===== src/hw/serial_port_pkg.sv =====
// Shared constants and types for the asynchronous serial port
package serial_port_pkg;

    // Register byte offsets on the Avalon-MM slave
    localparam logic [4:0] OFS_SERIAL_CONTROL_STATUS = 5'h00;
    localparam logic [4:0] OFS_SERIAL_FORMAT_CONFIG = 5'h04;
    localparam logic [4:0] OFS_SERIAL_DATA_PORT = 5'h08;
    localparam logic [4:0] OFS_BAUD_GEN_CONTROL = 5'h0C;
    localparam logic [4:0] OFS_BAUD_RELOAD_HIGH = 5'h10;
    localparam logic [4:0] OFS_BAUD_RELOAD_LOW = 5'h14;

    // Values after reset
    localparam logic [7:0] CONTROL_STATUS_RESET = 8'h20;
    localparam logic [7:0] FORMAT_CONFIG_RESET = 8'h0C;
    localparam logic [7:0] BAUD_GEN_CONTROL_RESET = 8'h00;
    localparam logic [15:0] BAUD_RELOAD_RESET = 16'h0000;

    // Prescaler selection codes and the matching last count of the prescaler
    localparam logic [1:0] PRESCALE_SEL_12 = 2'h0;
    localparam logic [1:0] PRESCALE_SEL_4 = 2'h1;
    localparam logic [1:0] PRESCALE_SEL_48 = 2'h2;
    localparam logic [1:0] PRESCALE_SEL_1 = 2'h3;
    localparam logic [5:0] PRESCALE_LAST_12 = 6'h0B;
    localparam logic [5:0] PRESCALE_LAST_4 = 6'h03;
    localparam logic [5:0] PRESCALE_LAST_48 = 6'h2F;
    localparam logic [5:0] PRESCALE_LAST_1 = 6'h00;
    localparam logic [15:0] TIMER_ALL_ONES = 16'hFFFF;

    // Parity type codes
    localparam logic [1:0] PARITY_ODD = 2'h0;
    localparam logic [1:0] PARITY_EVEN = 2'h1;
    localparam logic [1:0] PARITY_MARK = 2'h2;
    localparam logic [1:0] PARITY_SPACE = 2'h3;

    // Last half-bit index of a slot; one timer overflow is half a bit time
    localparam logic [1:0] HALVES_LAST_BIT = 2'h1;
    localparam logic [1:0] HALVES_LAST_STOP_1P5 = 2'h2;
    localparam logic [1:0] HALVES_LAST_STOP_2 = 2'h3;

    localparam int RX_FIFO_DEPTH = 3;
    localparam logic [1:0] RX_FIFO_FULL = 2'h3;
    localparam logic [1:0] RX_FIFO_ONE = 2'h1;

    typedef struct packed {
        logic overrun;
        logic parity_err;
        logic hold_empty;
        logic rx_enable;
        logic tx_extra_bit;
        logic rx_extra_bit;
        logic transmit_done_flag;
        logic receive_ready_flag;
    } control_status_t;

    typedef struct packed {
        logic multiproc_address_enable;
        logic parity_enable;
        logic [1:0] parity_type;
        logic [1:0] length_code;
        logic extra_bit_enable;
        logic long_stop;
    } format_config_t;

    typedef struct packed {
        logic irq_enable;
        logic gen_enable;
        logic [3:0] reserved;
        logic [1:0] baud_prescale_select;
    } baud_gen_control_t;

    typedef enum logic [2:0] {PH_IDLE, PH_START, PH_DATA, PH_EXTRA, PH_STOP} phase_t;

    typedef struct packed {
        logic extra;
        logic [7:0] data;
    } rx_entry_t;

    typedef struct packed {
        logic ack;
        logic [7:0] rdata;
        control_status_t ctrl;
        format_config_t fmt;
        baud_gen_control_t bctl;
        logic [15:0] reload;
        logic irq;
        logic [7:0] hold;
        logic [5:0] presc;
        logic [15:0] timer;
        phase_t tx;
        logic [7:0] tx_shift;
        logic [2:0] tx_bit;
        logic [1:0] tx_half;
        logic tx_xbit;
        logic txd;
        logic [2:0] sync;
        logic rx_lvl;
        phase_t rx;
        logic [15:0] rx_timer;
        logic rx_phase;
        logic [7:0] rx_shift;
        logic [2:0] rx_bit;
        logic rx_xbit;
        rx_entry_t [RX_FIFO_DEPTH-1:0] fifo;
        logic [1:0] count;
    } state_t;

endpackage


===== src/hw/serial_port.sv =====
// Asynchronous full-duplex serial port with baud timer, receive queue and Avalon-MM registers
// Behaviour
// - Transmit and receive run concurrently; receive queue holds three bytes before loss.
// - Data register writes fill the holding register, reads return oldest queued byte.
// - With interrupts enabled, transmit-done or receive-ready raises the interrupt request.
// - Transmit-done and receive-ready stay set until software clears them.
// - Software cannot clear receive-ready while further unread bytes remain queued.
// - Baud generator is a 16-bit timer behind a 1, 4, 12 or 48 prescaler.
// - Baud control holds generator enable and prescale; port runs only while enabled.
// - Reload value comes from separate high and low byte registers.
// - Timer counts up per prescaled tick and reloads when wrapping past all-ones.
// - Baud equals clock over prescale over (65536 minus reload), halved.
// - Frame is low start, data LSB first, optional parity/extra, high stops.
// - Data length programmable from five to eight bits in the format register.
// - Parity generated and checked, type even, odd, mark or space.
// - Short stop is one bit; long is 1.5 bits for 5 data, else 2.
// - Two-bit stop is offered only for six, seven or eight data bits.
// - With parity enabled the extra-bit feature is unavailable.
// - Multiprocessor mode uses the extra bit to mark address frames.
// - Transmit-done sets when the stop-bit time begins.
// - Byte completing into a full queue is dropped and sets overrun flag.
// - Byte with zero stop bit is not queued and raises no receive-ready.
// - In multiprocessor mode receive-ready rises only when the extra bit is one.
//
// Implementation choices: the register addresses and the Avalon-MM interface to the registers.
module serial_port
    import serial_port_pkg::*;
(
    input wire logic clk_i,
    input wire logic rst_b_i,
    input wire logic [4:0] avs_address_i,
    input wire logic avs_read_i,
    input wire logic avs_write_i,
    input wire logic [31:0] avs_writedata_i,
    input wire logic [3:0] avs_byteenable_i,
    output logic [31:0] avs_readdata_o,
    output logic avs_waitrequest_o,
    input wire logic rxd_i,
    output logic txd_o,
    output logic serial_irq_o
);

    state_t s;
    state_t next_s;

    logic bus_req;
    logic accept;
    logic [5:0] presc_last;
    logic gen_tick;
    logic tmr_ovf;
    logic rx_ovf;
    logic [2:0] len_last;
    logic has_extra;
    logic [1:0] stop_last;
    logic [1:0] tx_last;

    function automatic logic parity_of(input logic [7:0] d, input format_config_t f);
        logic [7:0] m;
        logic r;
        m = 8'hFF >> (2'h3 - f.length_code);
        unique case (f.parity_type)
            PARITY_ODD: r = ~^(d & m);
            PARITY_EVEN: r = ^(d & m);
            PARITY_MARK: r = 1'b1;
            PARITY_SPACE: r = 1'b0;
        endcase
        return r;
    endfunction

    // One wait state: the request is registered, then answered
    assign bus_req = avs_read_i | avs_write_i;
    assign accept = bus_req & s.ack;
    assign avs_waitrequest_o = bus_req & ~s.ack;
    assign avs_readdata_o = {24'h0000_00, s.rdata};
    assign txd_o = s.txd;
    assign serial_irq_o = s.irq;

    always_comb
    begin
        unique case (s.bctl.baud_prescale_select)
            PRESCALE_SEL_12: presc_last = PRESCALE_LAST_12;
            PRESCALE_SEL_4: presc_last = PRESCALE_LAST_4;
            PRESCALE_SEL_48: presc_last = PRESCALE_LAST_48;
            PRESCALE_SEL_1: presc_last = PRESCALE_LAST_1;
        endcase
    end

    assign gen_tick = s.bctl.gen_enable & (s.presc == presc_last);
    assign tmr_ovf = gen_tick & (s.timer == TIMER_ALL_ONES);
    assign rx_ovf = gen_tick & (s.rx_timer == TIMER_ALL_ONES);
    assign len_last = {1'b1, s.fmt.length_code};
    assign has_extra = s.fmt.parity_enable | s.fmt.extra_bit_enable;
    // 1.5 stop bits exist only for five data bits, so two stop bits never pair with them
    assign stop_last = !s.fmt.long_stop ? HALVES_LAST_BIT
        : (s.fmt.length_code == 2'h0) ? HALVES_LAST_STOP_1P5 : HALVES_LAST_STOP_2;
    assign tx_last = (s.tx == PH_STOP) ? stop_last : HALVES_LAST_BIT;

    always_comb
    begin
        control_status_t wctl;
        logic [7:0] rd;
        logic ti_set;
        logic ri_set;
        logic ovr_set;
        logic perr_set;
        logic do_push;
        rx_entry_t entry;
        wctl = control_status_t'(avs_writedata_i[7:0]);
        rd = 8'h00;
        ti_set = 1'b0;
        ri_set = 1'b0;
        ovr_set = 1'b0;
        perr_set = 1'b0;
        do_push = 1'b0;
        entry = '0;
        next_s = s;
        next_s.ack = 1'b0;

        // Baud timer; while disabled it waits at the reload value
        if (!s.bctl.gen_enable)
        begin
            next_s.presc = 6'h00;
            next_s.timer = s.reload;
        end
        else if (gen_tick)
        begin
            next_s.presc = 6'h00;
            next_s.timer = tmr_ovf ? s.reload : s.timer + 16'h0001;
        end
        else
        begin
            next_s.presc = s.presc + 6'h01;
        end
        if (gen_tick)
        begin
            next_s.rx_timer = rx_ovf ? s.reload : s.rx_timer + 16'h0001;
        end

        // Transmitter; a frame stalls if the generator is turned off mid-frame
        unique case (s.tx)
            PH_IDLE:
            begin
                if (s.bctl.gen_enable && !s.ctrl.hold_empty)
                begin
                    next_s.tx_shift = s.hold;
                    next_s.ctrl.hold_empty = 1'b1;
                    next_s.tx_xbit = s.fmt.parity_enable ? parity_of(s.hold, s.fmt) : s.ctrl.tx_extra_bit;
                    next_s.tx = PH_START;
                    next_s.txd = 1'b0;
                    next_s.tx_half = 2'h0;
                end
            end
            default:
            begin
                if (tmr_ovf && s.tx_half != tx_last)
                begin
                    next_s.tx_half = s.tx_half + 2'h1;
                end
                else if (tmr_ovf)
                begin
                    next_s.tx_half = 2'h0;
                    unique case (s.tx)
                        PH_START:
                        begin
                            next_s.tx = PH_DATA;
                            next_s.tx_bit = 3'h0;
                            next_s.txd = s.tx_shift[0];
                        end
                        PH_DATA:
                        begin
                            if (s.tx_bit != len_last)
                            begin
                                next_s.tx_shift = s.tx_shift >> 1;
                                next_s.tx_bit = s.tx_bit + 3'h1;
                                next_s.txd = s.tx_shift[1];
                            end
                            else if (has_extra)
                            begin
                                next_s.tx = PH_EXTRA;
                                next_s.txd = s.tx_xbit;
                            end
                            else
                            begin
                                next_s.tx = PH_STOP;
                                next_s.txd = 1'b1;
                                ti_set = 1'b1;
                            end
                        end
                        PH_EXTRA:
                        begin
                            next_s.tx = PH_STOP;
                            next_s.txd = 1'b1;
                            ti_set = 1'b1;
                        end
                        PH_STOP: next_s.tx = PH_IDLE;
                        PH_IDLE: next_s.tx = PH_IDLE;
                    endcase
                end
            end
        endcase

        // Receive line: three stages, the level moves only when stages two and three agree
        next_s.sync = {s.sync[1:0], rxd_i};
        if (s.sync[1] == s.sync[2])
        begin
            next_s.rx_lvl = s.sync[2];
        end

        // Receiver runs its own timer restarted at the start edge so sampling sits mid-bit
        if (!s.ctrl.rx_enable || !s.bctl.gen_enable)
        begin
            next_s.rx = PH_IDLE;
        end
        else
        begin
            unique case (s.rx)
                PH_IDLE:
                begin
                    if (!s.rx_lvl)
                    begin
                        next_s.rx = PH_START;
                        next_s.rx_timer = s.reload;
                        next_s.rx_phase = 1'b0;
                    end
                end
                PH_START:
                begin
                    if (rx_ovf)
                    begin
                        // Half a bit in: a high line here was a glitch, not a start bit
                        next_s.rx = s.rx_lvl ? PH_IDLE : PH_DATA;
                        next_s.rx_bit = 3'h0;
                        next_s.rx_shift = 8'h00;
                        next_s.rx_xbit = 1'b0;
                        next_s.rx_phase = 1'b0;
                    end
                end
                default:
                begin
                    if (rx_ovf)
                    begin
                        next_s.rx_phase = ~s.rx_phase;
                    end
                    if (rx_ovf && s.rx_phase)
                    begin
                        unique case (s.rx)
                            PH_DATA:
                            begin
                                next_s.rx_shift[s.rx_bit] = s.rx_lvl;
                                next_s.rx_bit = s.rx_bit + 3'h1;
                                if (s.rx_bit == len_last)
                                begin
                                    next_s.rx = has_extra ? PH_EXTRA : PH_STOP;
                                end
                            end
                            PH_EXTRA:
                            begin
                                next_s.rx_xbit = s.rx_lvl;
                                perr_set = s.fmt.parity_enable & (s.rx_lvl != parity_of(s.rx_shift, s.fmt));
                                next_s.rx = PH_STOP;
                            end
                            PH_STOP:
                            begin
                                next_s.rx = PH_IDLE;
                                entry.data = s.rx_shift;
                                entry.extra = (s.fmt.extra_bit_enable && !s.fmt.parity_enable) ? s.rx_xbit : s.rx_lvl;
                                do_push = s.rx_lvl;
                                ri_set = s.rx_lvl & (!s.fmt.multiproc_address_enable | s.rx_xbit);
                            end
                            PH_START: next_s.rx = PH_START;
                            PH_IDLE: next_s.rx = PH_IDLE;
                        endcase
                    end
                end
            endcase
        end

        // Register reads are captured while waitrequest is high
        unique case (avs_address_i)
            OFS_SERIAL_CONTROL_STATUS: rd = s.ctrl;
            OFS_SERIAL_FORMAT_CONFIG: rd = s.fmt;
            OFS_SERIAL_DATA_PORT: rd = s.fifo[0].data;
            OFS_BAUD_GEN_CONTROL: rd = s.bctl;
            OFS_BAUD_RELOAD_HIGH: rd = s.reload[15:8];
            OFS_BAUD_RELOAD_LOW: rd = s.reload[7:0];
            default: rd = 8'h00;
        endcase
        if (bus_req && !s.ack)
        begin
            next_s.ack = 1'b1;
            next_s.rdata = avs_read_i ? rd : 8'h00;
        end

        // Writes land after the transmitter so a fresh byte is never lost to the load
        if (accept && avs_write_i && avs_byteenable_i[0])
        begin
            unique case (avs_address_i)
                OFS_SERIAL_CONTROL_STATUS:
                begin
                    next_s.ctrl.overrun = wctl.overrun;
                    next_s.ctrl.parity_err = wctl.parity_err;
                    next_s.ctrl.rx_enable = wctl.rx_enable;
                    next_s.ctrl.tx_extra_bit = wctl.tx_extra_bit;
                    next_s.ctrl.transmit_done_flag = wctl.transmit_done_flag;
                    if (wctl.receive_ready_flag || s.count <= RX_FIFO_ONE)
                    begin
                        next_s.ctrl.receive_ready_flag = wctl.receive_ready_flag;
                    end
                end
                OFS_SERIAL_FORMAT_CONFIG:
                begin
                    next_s.fmt = format_config_t'(avs_writedata_i[7:0]);
                    if (avs_writedata_i[6])
                    begin
                        next_s.fmt.extra_bit_enable = 1'b0;
                    end
                end
                OFS_SERIAL_DATA_PORT:
                begin
                    next_s.hold = avs_writedata_i[7:0];
                    next_s.ctrl.hold_empty = 1'b0;
                end
                OFS_BAUD_GEN_CONTROL:
                begin
                    next_s.bctl = baud_gen_control_t'(avs_writedata_i[7:0]);
                    next_s.bctl.reserved = 4'h0;
                end
                OFS_BAUD_RELOAD_HIGH: next_s.reload[15:8] = avs_writedata_i[7:0];
                OFS_BAUD_RELOAD_LOW: next_s.reload[7:0] = avs_writedata_i[7:0];
                default: next_s.ack = 1'b0;
            endcase
        end

        // Reading the data port drops the oldest byte; a same-cycle arrival then sees the space
        if (accept && avs_read_i && avs_address_i == OFS_SERIAL_DATA_PORT && s.count != 2'h0)
        begin
            next_s.fifo[0] = s.fifo[1];
            next_s.fifo[1] = s.fifo[2];
            next_s.count = s.count - 2'h1;
        end
        if (do_push && next_s.count == RX_FIFO_FULL)
        begin
            ovr_set = 1'b1;
            ri_set = 1'b0;
        end
        else if (do_push)
        begin
            next_s.fifo[next_s.count] = entry;
            next_s.count = next_s.count + 2'h1;
        end

        // Hardware sets win over a software clear in the same cycle
        if (ti_set)
        begin
            next_s.ctrl.transmit_done_flag = 1'b1;
        end
        if (ri_set)
        begin
            next_s.ctrl.receive_ready_flag = 1'b1;
        end
        if (ovr_set)
        begin
            next_s.ctrl.overrun = 1'b1;
        end
        if (perr_set)
        begin
            next_s.ctrl.parity_err = 1'b1;
        end
        next_s.ctrl.rx_extra_bit = next_s.fifo[0].extra;
        next_s.irq = next_s.bctl.irq_enable
            & (next_s.ctrl.transmit_done_flag | next_s.ctrl.receive_ready_flag);
    end

    always_ff @(posedge clk_i or negedge rst_b_i)
    begin
        if (!rst_b_i)
        begin
            s <= '{ctrl: CONTROL_STATUS_RESET, fmt: FORMAT_CONFIG_RESET, bctl: BAUD_GEN_CONTROL_RESET,
                   reload: BAUD_RELOAD_RESET, tx: PH_IDLE, rx: PH_IDLE, txd: 1'b1, sync: 3'h7,
                   rx_lvl: 1'b1, default: '0};
        end
        else
        begin
            s <= next_s;
        end
    end

endmodule // serial_port


===== config.mk =====
export PLATFORM = sky130hd
export DESIGN_NAME = serial_port
export DESIGN_NICKNAME = d
export VERILOG_FILES = /design/src/hw/serial_port_pkg.sv /design/src/hw/serial_port.sv
export SDC_FILE = /design/constraint.sdc
export NUM_CORES = 1
export LEC_CHECK = 0
export BUFFER_PORTS_ARGS = -buffer_cell sky130_fd_sc_hd__buf_2
export CAP_MARGIN = 5
export CELL_PAD_IN_SITES_DETAIL_PLACEMENT = 0
export CELL_PAD_IN_SITES_GLOBAL_PLACEMENT = 1
export CORE_ASPECT_RATIO = 1.75
export CORE_MARGIN = 5
export CORE_UTILIZATION = 45
export CTS_CLUSTER_SIZE = 25
export DETAILED_ROUTE_END_ITERATION = 6
export PLACE_DENSITY_LB_ADDON = 0.05
export SETUP_SLACK_MARGIN = 0.5
export SLEW_MARGIN = 20
export SYNTH_ARGS = -nofsm -noshare
export SYNTH_HDL_FRONTEND = slang
export SYNTH_SLANG_ARGS = --single-unit
export TNS_END_PERCENT = 10

===== constraint.sdc =====
create_clock -name clk_i -period 3.9 [get_ports clk_i]
set_input_delay 0.78 -clock clk_i [delete_from_list [all_inputs] [get_ports clk_i]]
set_output_delay 0.78 -clock clk_i [all_outputs]
set_load 0.05 [all_outputs]

; Word-level counts from Yosys, hierarchy flattened
; Index checks and enable logic that the tools add are counted.
[word_totals]
register_bits = 158
latch_bits = 0
ram_bits = 0
romBits = 0
out_inout_bits = 35
wordCells = 297
n_memories = 0
[classes]
n_addsub = 9
n_mul = 0
n_div = 0
order_cmp = 5
n_eq_ne = 38
n_shift = 1
muxes = 110
bitwise = 21
reduce_logical = 68
[ops]
columns = cell, count
row1 = $mux 16, 6
row2 = $mux 20, 4
row3 = $mux 9, 6
row4 = $mux 8, 6
row5 = $pmux 8 s6, 1
row6 = $mux 1, 45
row7 = $mux 11, 4
row8 = $mux 34, 1
row9 = $add 16x1->16 const B, 2
row10 = $eq 16x16->1 const B, 2
row11 = $mux 29, 1
row12 = $bwmux 27, 1
row13 = $reduce_bool 2->1, 13
row14 = $pmux 12 s2, 1
row15 = $pmux 6 s4, 1
row16 = $mux 22, 1
row17 = $reduce_and 2->1, 11
row18 = $reduce_and 5->1, 4
row19 = $demux 9 s2, 1
row20 = $mux 3, 6
row21 = $and 8x8->8, 2
row22 = $mux 2, 8
row23 = $reduce_and 4->1, 4
row24 = $reduce_xnor 8->1, 2
row25 = 57 further kinds, 119

; Logic depth before layout (Yosys ltp)
; Gate-level depths: netlist of the first run.
[depth]
word_depth = 17
ltp_mapped = 11
depth_no_buf = 9

; Worst setup path after synthesis of the first run
; OpenSTA, ideal clock, no wires.
[synth_timing]
kind = input to register
start = in avs_address_i[1]
end = reg s[10] in the netlist's numbering
arrival_time_ps = 3188
required_time_ps = 3821
path_slack_ps = 632
path_stages = 11
path_cell_list = nor3_1 > nand2_1 > nor3_1 > buf_2 > xnor2_1 > inv_1 > ha_1 > nor2b_1 > and3_1 > buf_2 > mux2i_1
[synth_lines]
columns = element, line
row1 = from (decl), serial_port.sv:31  ; input wire logic [4:0] avs_address_i,
row2 = to (signal assigned), serial_port.sv:378  ; s <= '{ctrl: CONTROL_STATUS_RESET, fmt: FORMAT_CONFIG_RESET, bctl: BAUD_GEN_CONTROL_RESET,
row3 = to (signal assigned), serial_port.sv:384  ; s <= next_s;
row4 = to (decl), serial_port.sv:43  ; state_t s;

; Worst setup path after layout of the first run
[layout_timing]
start = in avs_address_i[3]
end = reg s[25] in the netlist's numbering
[layout_via]
elab_chain_cells = 9
word_cells_on_any_way = 14
classes_between = order compare (2) / eq/ne (2) / mux (4) / bitwise (1) / reduce/logical (5)
[layout_rtl]
columns = element, line
row1 = $eq 5x4->1 (*), serial_port.sv:335  ; if (accept && avs_read_i && avs_address_i == OFS_SERIAL_DATA_PORT && s.count != 2'h0)
row2 = $logic_and 1x1->1 (*) (2 in series), serial_port.sv:335
row3 = $mux 20 (*), serial_port.sv:335
row4 = $lt 2x3->1 (not written as such) or $ge 2x1->1 (tied branches), serial_port.sv:348  ; next_s.fifo[next_s.count] = entry;
row5 = $logic_and 1x1->1 (not written as such), serial_port.sv:348
row6 = $mux 9 (not written as such), serial_port.sv:348
row7 = $demux 9 s2, serial_port.sv:348
row8 = $bwmux 27, serial_port.sv:348
; Mark *: on every way between the ends. The rest lies on a longest branch, timed or not.
; A chain may end at the register's enable or synchronous reset.

==> metrics.txt, run 1 <==
# TYPE chip_impl_metric gauge
chip_impl_metric{name="ctsResizeCount",unit=""} 0
chip_impl_info{name="grt_setup_unrepaired",value="false"} 1
chip_impl_metric{name="maxCapViolations",unit=""} 0
chip_impl_metric{name="fin_cells",unit=""} 1163
chip_impl_metric{name="ys_seq_area_share",unit="%"} 45.3
chip_impl_metric{name="ant_diodes",unit=""} 0
chip_impl_metric{name="worstPathMaxFanout",unit=""} 9
chip_impl_metric{name="syn_avg_cell_area",unit="sq um"} 9.74
chip_impl_info{name="crit_type",value="input port to register"} 1
chip_impl_metric{name="setup_tns",unit="ps"} 0
chip_impl_metric{name="initial_core_util",unit="%"} 45.8
chip_impl_metric{name="post_cts_hold_buffer_count",unit=""} 0
chip_impl_info{name="outcome",value="finished, final reports clean"} 1
chip_impl_metric{name="synth.distinct_cells",unit=""} 66
chip_impl_metric{name="h-tree-depth",unit=""} 4
chip_impl_metric{name="number_of_flip_flops_and_latches_in_the_synthesized_netlist",unit=""} 158
chip_impl_metric{name="final_core_utilization",unit="%"} 50.5
chip_impl_metric{name="worst-path-buf-inv",unit=""} 2
chip_impl_metric{name="groute.usage.overall",unit="%"} 22.6
chip_impl_metric{name="power_per_cell_area",unit="nW/um^2"} 505
chip_impl_info{name="crit_path_start",value="avs_address_i[3]"} 1
chip_impl_metric{name="drt_iter0_markers",unit=""} 513
chip_impl_metric{name="cp.depth",unit=""} 10
chip_impl_metric{name="drt_drc_violations_left",unit=""} 0
chip_impl_info{name="synth_ff_type",value="sky130_fd_sc_hd__dfrtp_1"} 1
chip_impl_metric{name="row_count",unit=""} 67
chip_impl_metric{name="worst_max_slew_margin_expressed_relative_to_the_limit",unit="%"} 27.9
chip_impl_metric{name="fin_crit_sh",unit="%"} 77.9
chip_impl_metric{name="vias_per_cell",unit=""} 5.77
chip_impl_metric{name="slowest_delay",unit="ps"} 430
chip_impl_metric{name="pin_count_of_the_biggest_net_entering_global_routing",unit=""} 70
chip_impl_info{name="endpoint_of_the_worst_slack_reg_to_reg_timing_path",value="s[15]"} 1
chip_impl_metric{name="clock_latency",unit="ps"} 440
chip_impl_metric{name="number_of_antenna_violations_at_the_first_check_in_global_routing",unit=""} 0
chip_impl_metric{name="critPathRequiredTime",unit="ps"} 4220
chip_impl_metric{name="globalplace.congestion",unit=""} 0.855
chip_impl_metric{name="wl_per_cell",unit="um"} 21.1
chip_impl_metric{name="synth-edff-count",unit=""} 0
chip_impl_info{name="crit_path_top_delay_cell",value="sky130_fd_sc_hd__nor2b_1"} 1
chip_impl_info{name="mostFrequentLayoutCells",value="150 x sky130_fd_sc_hd__dfrtp_1, 90 x sky130_fd_sc_hd__nand2_1, 62 x sky130_fd_sc_hd__nor2_1, 58 x sky130_fd_sc_hd__mux2_2, 56 x sky130_fd_sc_hd__o21ai_0"} 1
chip_impl_metric{name="grt_pass1_wl",unit="um"} 39000
chip_impl_metric{name="hold_viol_final",unit=""} 0
chip_impl_info{name="tritoncts",value="built"} 1
chip_impl_metric{name="port_buffers",unit=""} 29
chip_impl_metric{name="async_reset_ff_share",unit="%"} 100
chip_impl_metric{name="clock_tree.buffer_depth",unit=""} 2
chip_impl_metric{name="dr_vias",unit=""} 6709
chip_impl_metric{name="final_max_slew_viol_count",unit=""} 0
chip_impl_info{name="worst_setup_path_start_kind",value="input port"} 1
chip_impl_info{name="timing.critical_path.max_delay_family",value="simple AND/OR/NAND/NOR gates"} 1
chip_impl_metric{name="timing.final.setup_violations",unit=""} 0
chip_impl_info{name="critical-path-top-cell-by-count",value="sky130_fd_sc_hd__nor2b_1"} 1
chip_impl_metric{name="core-area",unit="sq um"} 19100
chip_impl_metric{name="reg_clk_slew_reported_paths",unit="ps"} 60
chip_impl_metric{name="via_count_of_the_first_global_routing_pass",unit=""} 6973
chip_impl_metric{name="globalRoute.totalOverflow",unit=""} 0
chip_impl_metric{name="die_area",unit="sq um"} 22400
chip_impl_metric{name="wirelength",unit="um"} 24500
chip_impl_metric{name="dr.pass1.iters",unit=""} 7
chip_impl_metric{name="layout.nets",unit=""} 967
chip_impl_metric{name="number_of_fill_cells_in_the_layout",unit=""} 1800
chip_impl_metric{name="placed_cells",unit=""} 1132
chip_impl_metric{name="worst_ep_arrival_time",unit="ps"} 3350
chip_impl_metric{name="total_power",unit="mW"} 4.88
chip_impl_info{name="commonest_non_fill_non_tap_cell_in_the_layout",value="sky130_fd_sc_hd__dfrtp_1"} 1
chip_impl_info{name="worst_hold_path_type",value="input port to asynchronous set/reset pin"} 1
chip_impl_info{name="synthTopCellsByArea",value="sky130_fd_sc_hd__dfrtp_1 43%, sky130_fd_sc_hd__mux2_2 7.5%, sky130_fd_sc_hd__mux2i_1 6.3%, sky130_fd_sc_hd__nand2_1 3.9%, sky130_fd_sc_hd__o21ai_0 3.2%"} 1
chip_impl_info{name="crit_path_end",value="s[25]"} 1
chip_impl_metric{name="setup.reg_to_reg.worst_slack",unit="ps"} 980
chip_impl_metric{name="postSynthCellCount",unit=""} 898
chip_impl_metric{name="fin_crit",unit="ps"} 3040
chip_impl_metric{name="post_synth_instance_area",unit="sq um"} 8750
chip_impl_metric{name="peak_clock_frequency_supported_by_timing",unit="MHz"} 329
chip_impl_metric{name="p_leak",unit="nW"} 4.22
chip_impl_metric{name="post-synth-top-area-fraction",unit="%"} 42.9
chip_impl_metric{name="clock-sinks",unit=""} 158
chip_impl_metric{name="layout-area-overhead-vs-synth",unit="%"} 10.3
chip_impl_info{name="yosys.area.top_type",value="sky130_fd_sc_hd__dfrtp_1"} 1
chip_impl_info{name="crit-reg2reg-launch",value="s[131]"} 1
chip_impl_metric{name="finalClockSkew",unit="ps"} 13.9
chip_impl_metric{name="antenna_violating_nets_post_route",unit=""} 0
chip_impl_metric{name="number_of_buffers_created_by_cts",unit=""} 17
chip_impl_metric{name="number_of_warnings_issued_by_yosys",unit=""} 0
chip_impl_metric{name="die_width",unit="um"} 115
chip_impl_metric{name="vdd_drop_max",unit="uV"} 348
chip_impl_metric{name="share_of_cells_above_drive_strength_1",unit="%"} 17.1
chip_impl_metric{name="worst_pin_slew",unit="ps"} 1080
chip_impl_metric{name="dpl.hpwl",unit="um"} 18000
chip_impl_info{name="end_kind",value="register"} 1
chip_impl_metric{name="post_cts.repair.setup_buffers",unit=""} 0
chip_impl_metric{name="die_y",unit="um"} 194
chip_impl_info{name="crit_path_cell_trace",value="buf_2 -> nor2b_1 -> nand2_1 -> nor3_2 -> xnor2_1 -> inv_1 -> ha_1 -> nor2b_1 -> nand3_2 -> mux2_2"} 1
chip_impl_metric{name="reg2regPathDepth",unit=""} 8
chip_impl_info{name="root_buffer",value="sky130_fd_sc_hd__clkbuf_16"} 1
chip_impl_metric{name="pin_count",unit=""} 81
-- power by group --
group	switching [mW]	leakage (nW)	internal, mW
Sequential	0.297	2.05	1.89
Clock	0.710	0.298	1.07
Combinational	0.531	1.87	0.374
-- final cells by class --
type,count,area [sq um],share of cell area (%)
Sequential cell,158,3960,41.1
Timing Repair Buffer,48,307,3.18
Tap cell,241,302,3.13
Inverter,34,128,1.32
Multi-Input combinational cell,651,4330,44.9
Clock buffer,18,429,4.45
Clock inverter,13,188,1.95
-- worst reg2reg max path, cell delays in order (launching register included) --
cell                      delay [ps]
sky130_fd_sc_hd__dfrtp_1         450
sky130_fd_sc_hd__nor2b_1         160
sky130_fd_sc_hd__o31a_1          280
sky130_fd_sc_hd__or4_1           710
sky130_fd_sc_hd__nor4_1          330
sky130_fd_sc_hd__buf_4           250
sky130_fd_sc_hd__and3_1          230
sky130_fd_sc_hd__buf_4           220
sky130_fd_sc_hd__mux2i_1         220
-- sequential cells by signal, indices dropped and copies added, names as in the netlist --
register / count
serial_irq_o: 1
next_s: 2
txd_o: 1
len_last: 2
avs_readdata_o: 8
s: 144
-- per-stage QoR --
step	setup WS, ps	hold slack (ps)	instance area, sq um
2_1_floorplan	632	345	8830
3_5_place_dp	410	348	9030
6_report	864	344	9650
5_1_grt	659	364	9650
4_1_cts	858	363	9650
3_3_place_gp	496	352	9030
-- synth_stat cells, drive strengths merged (8+ instances only) --
cell type and instances:
dfrtp 150, nand2 90, nor2 62, o21ai 62
mux2 58, mux2i 55, a21oi 41, buf 41
clkbuf 37, inv 34, nand3 32, xnor2 23
nand4 20, and3 17, nor3 14, xor2 13
o22ai 12, ha 11, nor2b 9, dfstp 8
nor4 8, or3 8
-- cells by family after synthesis --
logic type                 synth area share (%)
DFF                                        45.3
other                                    0.0429
buffers and inverters                      6.38
xor gates and xnor gates                   3.86
and+or+nand+nor                            16.8
AOI/OAI and AO/OA                          12.2
adders and majority gates                  1.69
muxes                                      13.8
-- metal layers --
layer  routed length, um  vias to the layer above  GRT usage, %
li1                    -                     3168             -
met1                9680                     3374          26.4
met2               13100                      124          40.0
met4                1010                        0          10.4
met5                   0                        -             0
met3                 660                       43          3.39
-- worst min-delay path by stage --
stage / end / slack [ps] / depth (start not counted)
after floorplan: next_s[64] / 350 / 0
after global placement: next_s[64] / 350 / 0
after detailed placement: next_s[64] / 350 / 0
after CTS: next_s[64] / 360 / 0
after global routing: next_s[64] / 360 / 0
final: s[102] / 340 / 1
(Power assumes the default switching activity.)
==> run 2, diff against run 1 <==
CORE_UTILIZATION = 42   (was 45)
clock period = 2.6 ns   (was 3.9 ns; I/O delays follow)
==> metrics.txt, run 2 (synthesis gave the netlist of run 1 again) <==
# TYPE chip_impl_metric gauge
chip_impl_info{name="outcome",value="finished, final reports clean"} 1
chip_impl_metric{name="wl_per_cell",unit="um"} 21.3
chip_impl_metric{name="die_area",unit="sq um"} 23900
chip_impl_info{name="crit_type",value="register to register"} 1
chip_impl_metric{name="drt_iter0_markers",unit=""} 492
chip_impl_metric{name="globalplace.congestion",unit=""} 0.847
chip_impl_info{name="registers.top_by_ff_count",value="s"} 1
chip_impl_metric{name="pin_count_of_the_biggest_net_entering_global_routing",unit=""} 63
chip_impl_metric{name="clock_latency",unit="ps"} 440
chip_impl_metric{name="die_y",unit="um"} 201
chip_impl_metric{name="place_worst_setup_slack",unit="ps"} 26.7
chip_impl_metric{name="port_buffers",unit=""} 29
chip_impl_metric{name="dr.pass1.iters",unit=""} 7
chip_impl_info{name="tritoncts",value="built"} 1
chip_impl_metric{name="die_width",unit="um"} 119
chip_impl_info{name="commonest_non_fill_non_tap_cell_in_the_layout",value="sky130_fd_sc_hd__dfrtp_1"} 1
chip_impl_metric{name="worst_ep_arrival_time",unit="ps"} 2780
chip_impl_metric{name="critPathRequiredTime",unit="ps"} 2920
chip_impl_metric{name="hold_slack",unit="ps"} 63.7
chip_impl_metric{name="worst_max_slew_margin_expressed_relative_to_the_limit",unit="%"} 58.4
chip_impl_metric{name="reg2regPathDepth",unit=""} 7
chip_impl_metric{name="drt_drc_violations_left",unit=""} 0
chip_impl_metric{name="maxCapViolations",unit=""} 0
chip_impl_metric{name="h-tree-depth",unit=""} 4
chip_impl_metric{name="peak_clock_frequency_supported_by_timing",unit="MHz"} 407
chip_impl_metric{name="p_leak",unit="nW"} 4.61
chip_impl_metric{name="clock_tree.buffer_depth",unit=""} 2
chip_impl_info{name="endpoint_of_the_worst_slack_reg_to_reg_timing_path",value="s[59]"} 1
chip_impl_metric{name="sequential_cell_area",unit="sq um"} 3970
chip_impl_info{name="root_buffer",value="sky130_fd_sc_hd__clkbuf_16"} 1
chip_impl_metric{name="wirelength",unit="um"} 26600
chip_impl_metric{name="dr_vias",unit=""} 7138
chip_impl_metric{name="fin_crit",unit="ps"} 2460
chip_impl_metric{name="number_of_antenna_violations_at_the_first_check_in_global_routing",unit=""} 0
chip_impl_metric{name="detailed_place.area",unit="sq um"} 9520
chip_impl_info{name="worst_hold_path_type",value="input port to asynchronous set/reset pin"} 1
chip_impl_metric{name="number_of_fill_cells_in_the_layout",unit=""} 1964
chip_impl_metric{name="placed_cells",unit=""} 1193
chip_impl_metric{name="vdd_drop_max",unit="uV"} 445
chip_impl_info{name="crit-reg2reg-launch",value="s[131]"} 1
chip_impl_info{name="grt_setup_unrepaired",value="true"} 1
chip_impl_metric{name="power_per_cell_area",unit="nW/um^2"} 705
chip_impl_metric{name="final_core_utilization",unit="%"} 50.5
chip_impl_metric{name="vias_per_cell",unit=""} 5.72
chip_impl_metric{name="fin_cells",unit=""} 1247
chip_impl_metric{name="reg_clk_slew_reported_paths",unit="ps"} 70
chip_impl_metric{name="number_of_buffers_created_by_cts",unit=""} 17
chip_impl_metric{name="total_power",unit="mW"} 7.39
chip_impl_metric{name="clock-sinks",unit=""} 158
chip_impl_metric{name="multiInputGateArea",unit="sq um"} 4570
chip_impl_metric{name="fin_crit_sh",unit="%"} 94.5
chip_impl_metric{name="antenna_violating_nets_post_route",unit=""} 0
chip_impl_metric{name="globalRoute.totalOverflow",unit=""} 0
chip_impl_metric{name="post_route_cell_area",unit="sq um"} 10500
chip_impl_metric{name="final_max_slew_viol_count",unit=""} 0
chip_impl_metric{name="groute.usage.overall",unit="%"} 22.2
chip_impl_metric{name="timing.final.setup_violations",unit=""} 0
chip_impl_metric{name="dpl.hpwl",unit="um"} 19200
chip_impl_metric{name="grt_pass1_wl",unit="um"} 40900
chip_impl_metric{name="share_of_cells_above_drive_strength_1",unit="%"} 26.2
chip_impl_metric{name="worst_pin_slew",unit="ps"} 624
chip_impl_metric{name="worstPathMaxFanout",unit=""} 8
chip_impl_metric{name="largest_reg_flops",unit=""} 144
chip_impl_metric{name="setup.reg_to_reg.worst_slack",unit="ps"} 140
chip_impl_info{name="end_kind",value="register"} 1
chip_impl_metric{name="core-area",unit="sq um"} 20800
chip_impl_info{name="worst_setup_path_start_kind",value="register"} 1
chip_impl_metric{name="pin_count",unit=""} 81
chip_impl_metric{name="hold_viol_final",unit=""} 0
chip_impl_metric{name="via_count_of_the_first_global_routing_pass",unit=""} 7119
chip_impl_metric{name="layout.nets",unit=""} 1039
chip_impl_metric{name="initial_core_util",unit="%"} 42.1
chip_impl_metric{name="row_count",unit=""} 70
chip_impl_metric{name="setup_tns",unit="ps"} 0
chip_impl_info{name="crit_path_end",value="s[59]"} 1
chip_impl_metric{name="finalClockSkew",unit="ps"} 8.78
chip_impl_metric{name="layout-area-overhead-vs-synth",unit="%"} 19.8
chip_impl_info{name="mostFrequentLayoutCells",value="149 x sky130_fd_sc_hd__dfrtp_1, 90 x sky130_fd_sc_hd__nand2_1, 74 x sky130_fd_sc_hd__buf_4, 61 x sky130_fd_sc_hd__nor2_1, 56 x sky130_fd_sc_hd__mux2_2"} 1
chip_impl_info{name="crit_path_start",value="s[131]"} 1
chip_impl_metric{name="ant_diodes",unit=""} 0
chip_impl_metric{name="setup_slack",unit="ps"} 144
run 2: repair_timing:
action                     CTS  global route
setup buffers                1            14
cloned                       2             5
hold buffers                 0             0
hold endpoints to repair     0             0
resized for setup           13            36
setup endpoints to repair  106           106
pin swaps                    1            11
run 2: area by class of cell:
| type | instances | area share (%) |
|---|---|---|
| clock buffers | 21 | 4.49 |
| inverters | 34 | 1.22 |
| multi-input cells | 654 | 43.6 |
| repair buffers | 117 | 8.99 |
| flip-flops and latches | 158 | 37.8 |
| clock inverters | 11 | 0.824 |
| well taps | 252 | 3.01 |
run 2: how the worst min path moves through the flow:
stage,slack [ps],end,from,depth (start not counted)
global route,110,s[102],rst_b_i,1
detailed placement,350,next_s[64],next_s[63],0
floorplan,220,avs_readdata_o[0],rst_b_i,0
finish,60,s[103],rst_b_i,1
CTS,80,s[103],rst_b_i,1
global placement,350,next_s[64],next_s[63],0
run 2: metal layers:
layer	wire (um)	up-vias	global-route usage [%]
met5	0	-	0
met4	948	0	9.61
met3	826	54	3.75
met2	14800	163	40.8
met1	10000	3603	24.8
li1	-	3318	-
run 2: report_power, final:
part / switching, mW / total (mW) / internal, mW
logic: 0.946 / 1.73 / 0.786
clock network: 1.10 / 2.41 / 1.31
registers: 0.414 / 3.25 / 2.84
total: 2.46 / 7.39 / 4.93
run 2: critical path, stage by stage, from the launching register on:
cell	delay, ps
sky130_fd_sc_hd__dfrtp_1	420
sky130_fd_sc_hd__nor2b_2	170
sky130_fd_sc_hd__mux2i_2	170
sky130_fd_sc_hd__or4_4	500
sky130_fd_sc_hd__buf_8	160
sky130_fd_sc_hd__or3_4	430
sky130_fd_sc_hd__o21ai_4	170
sky130_fd_sc_hd__mux2_4	310
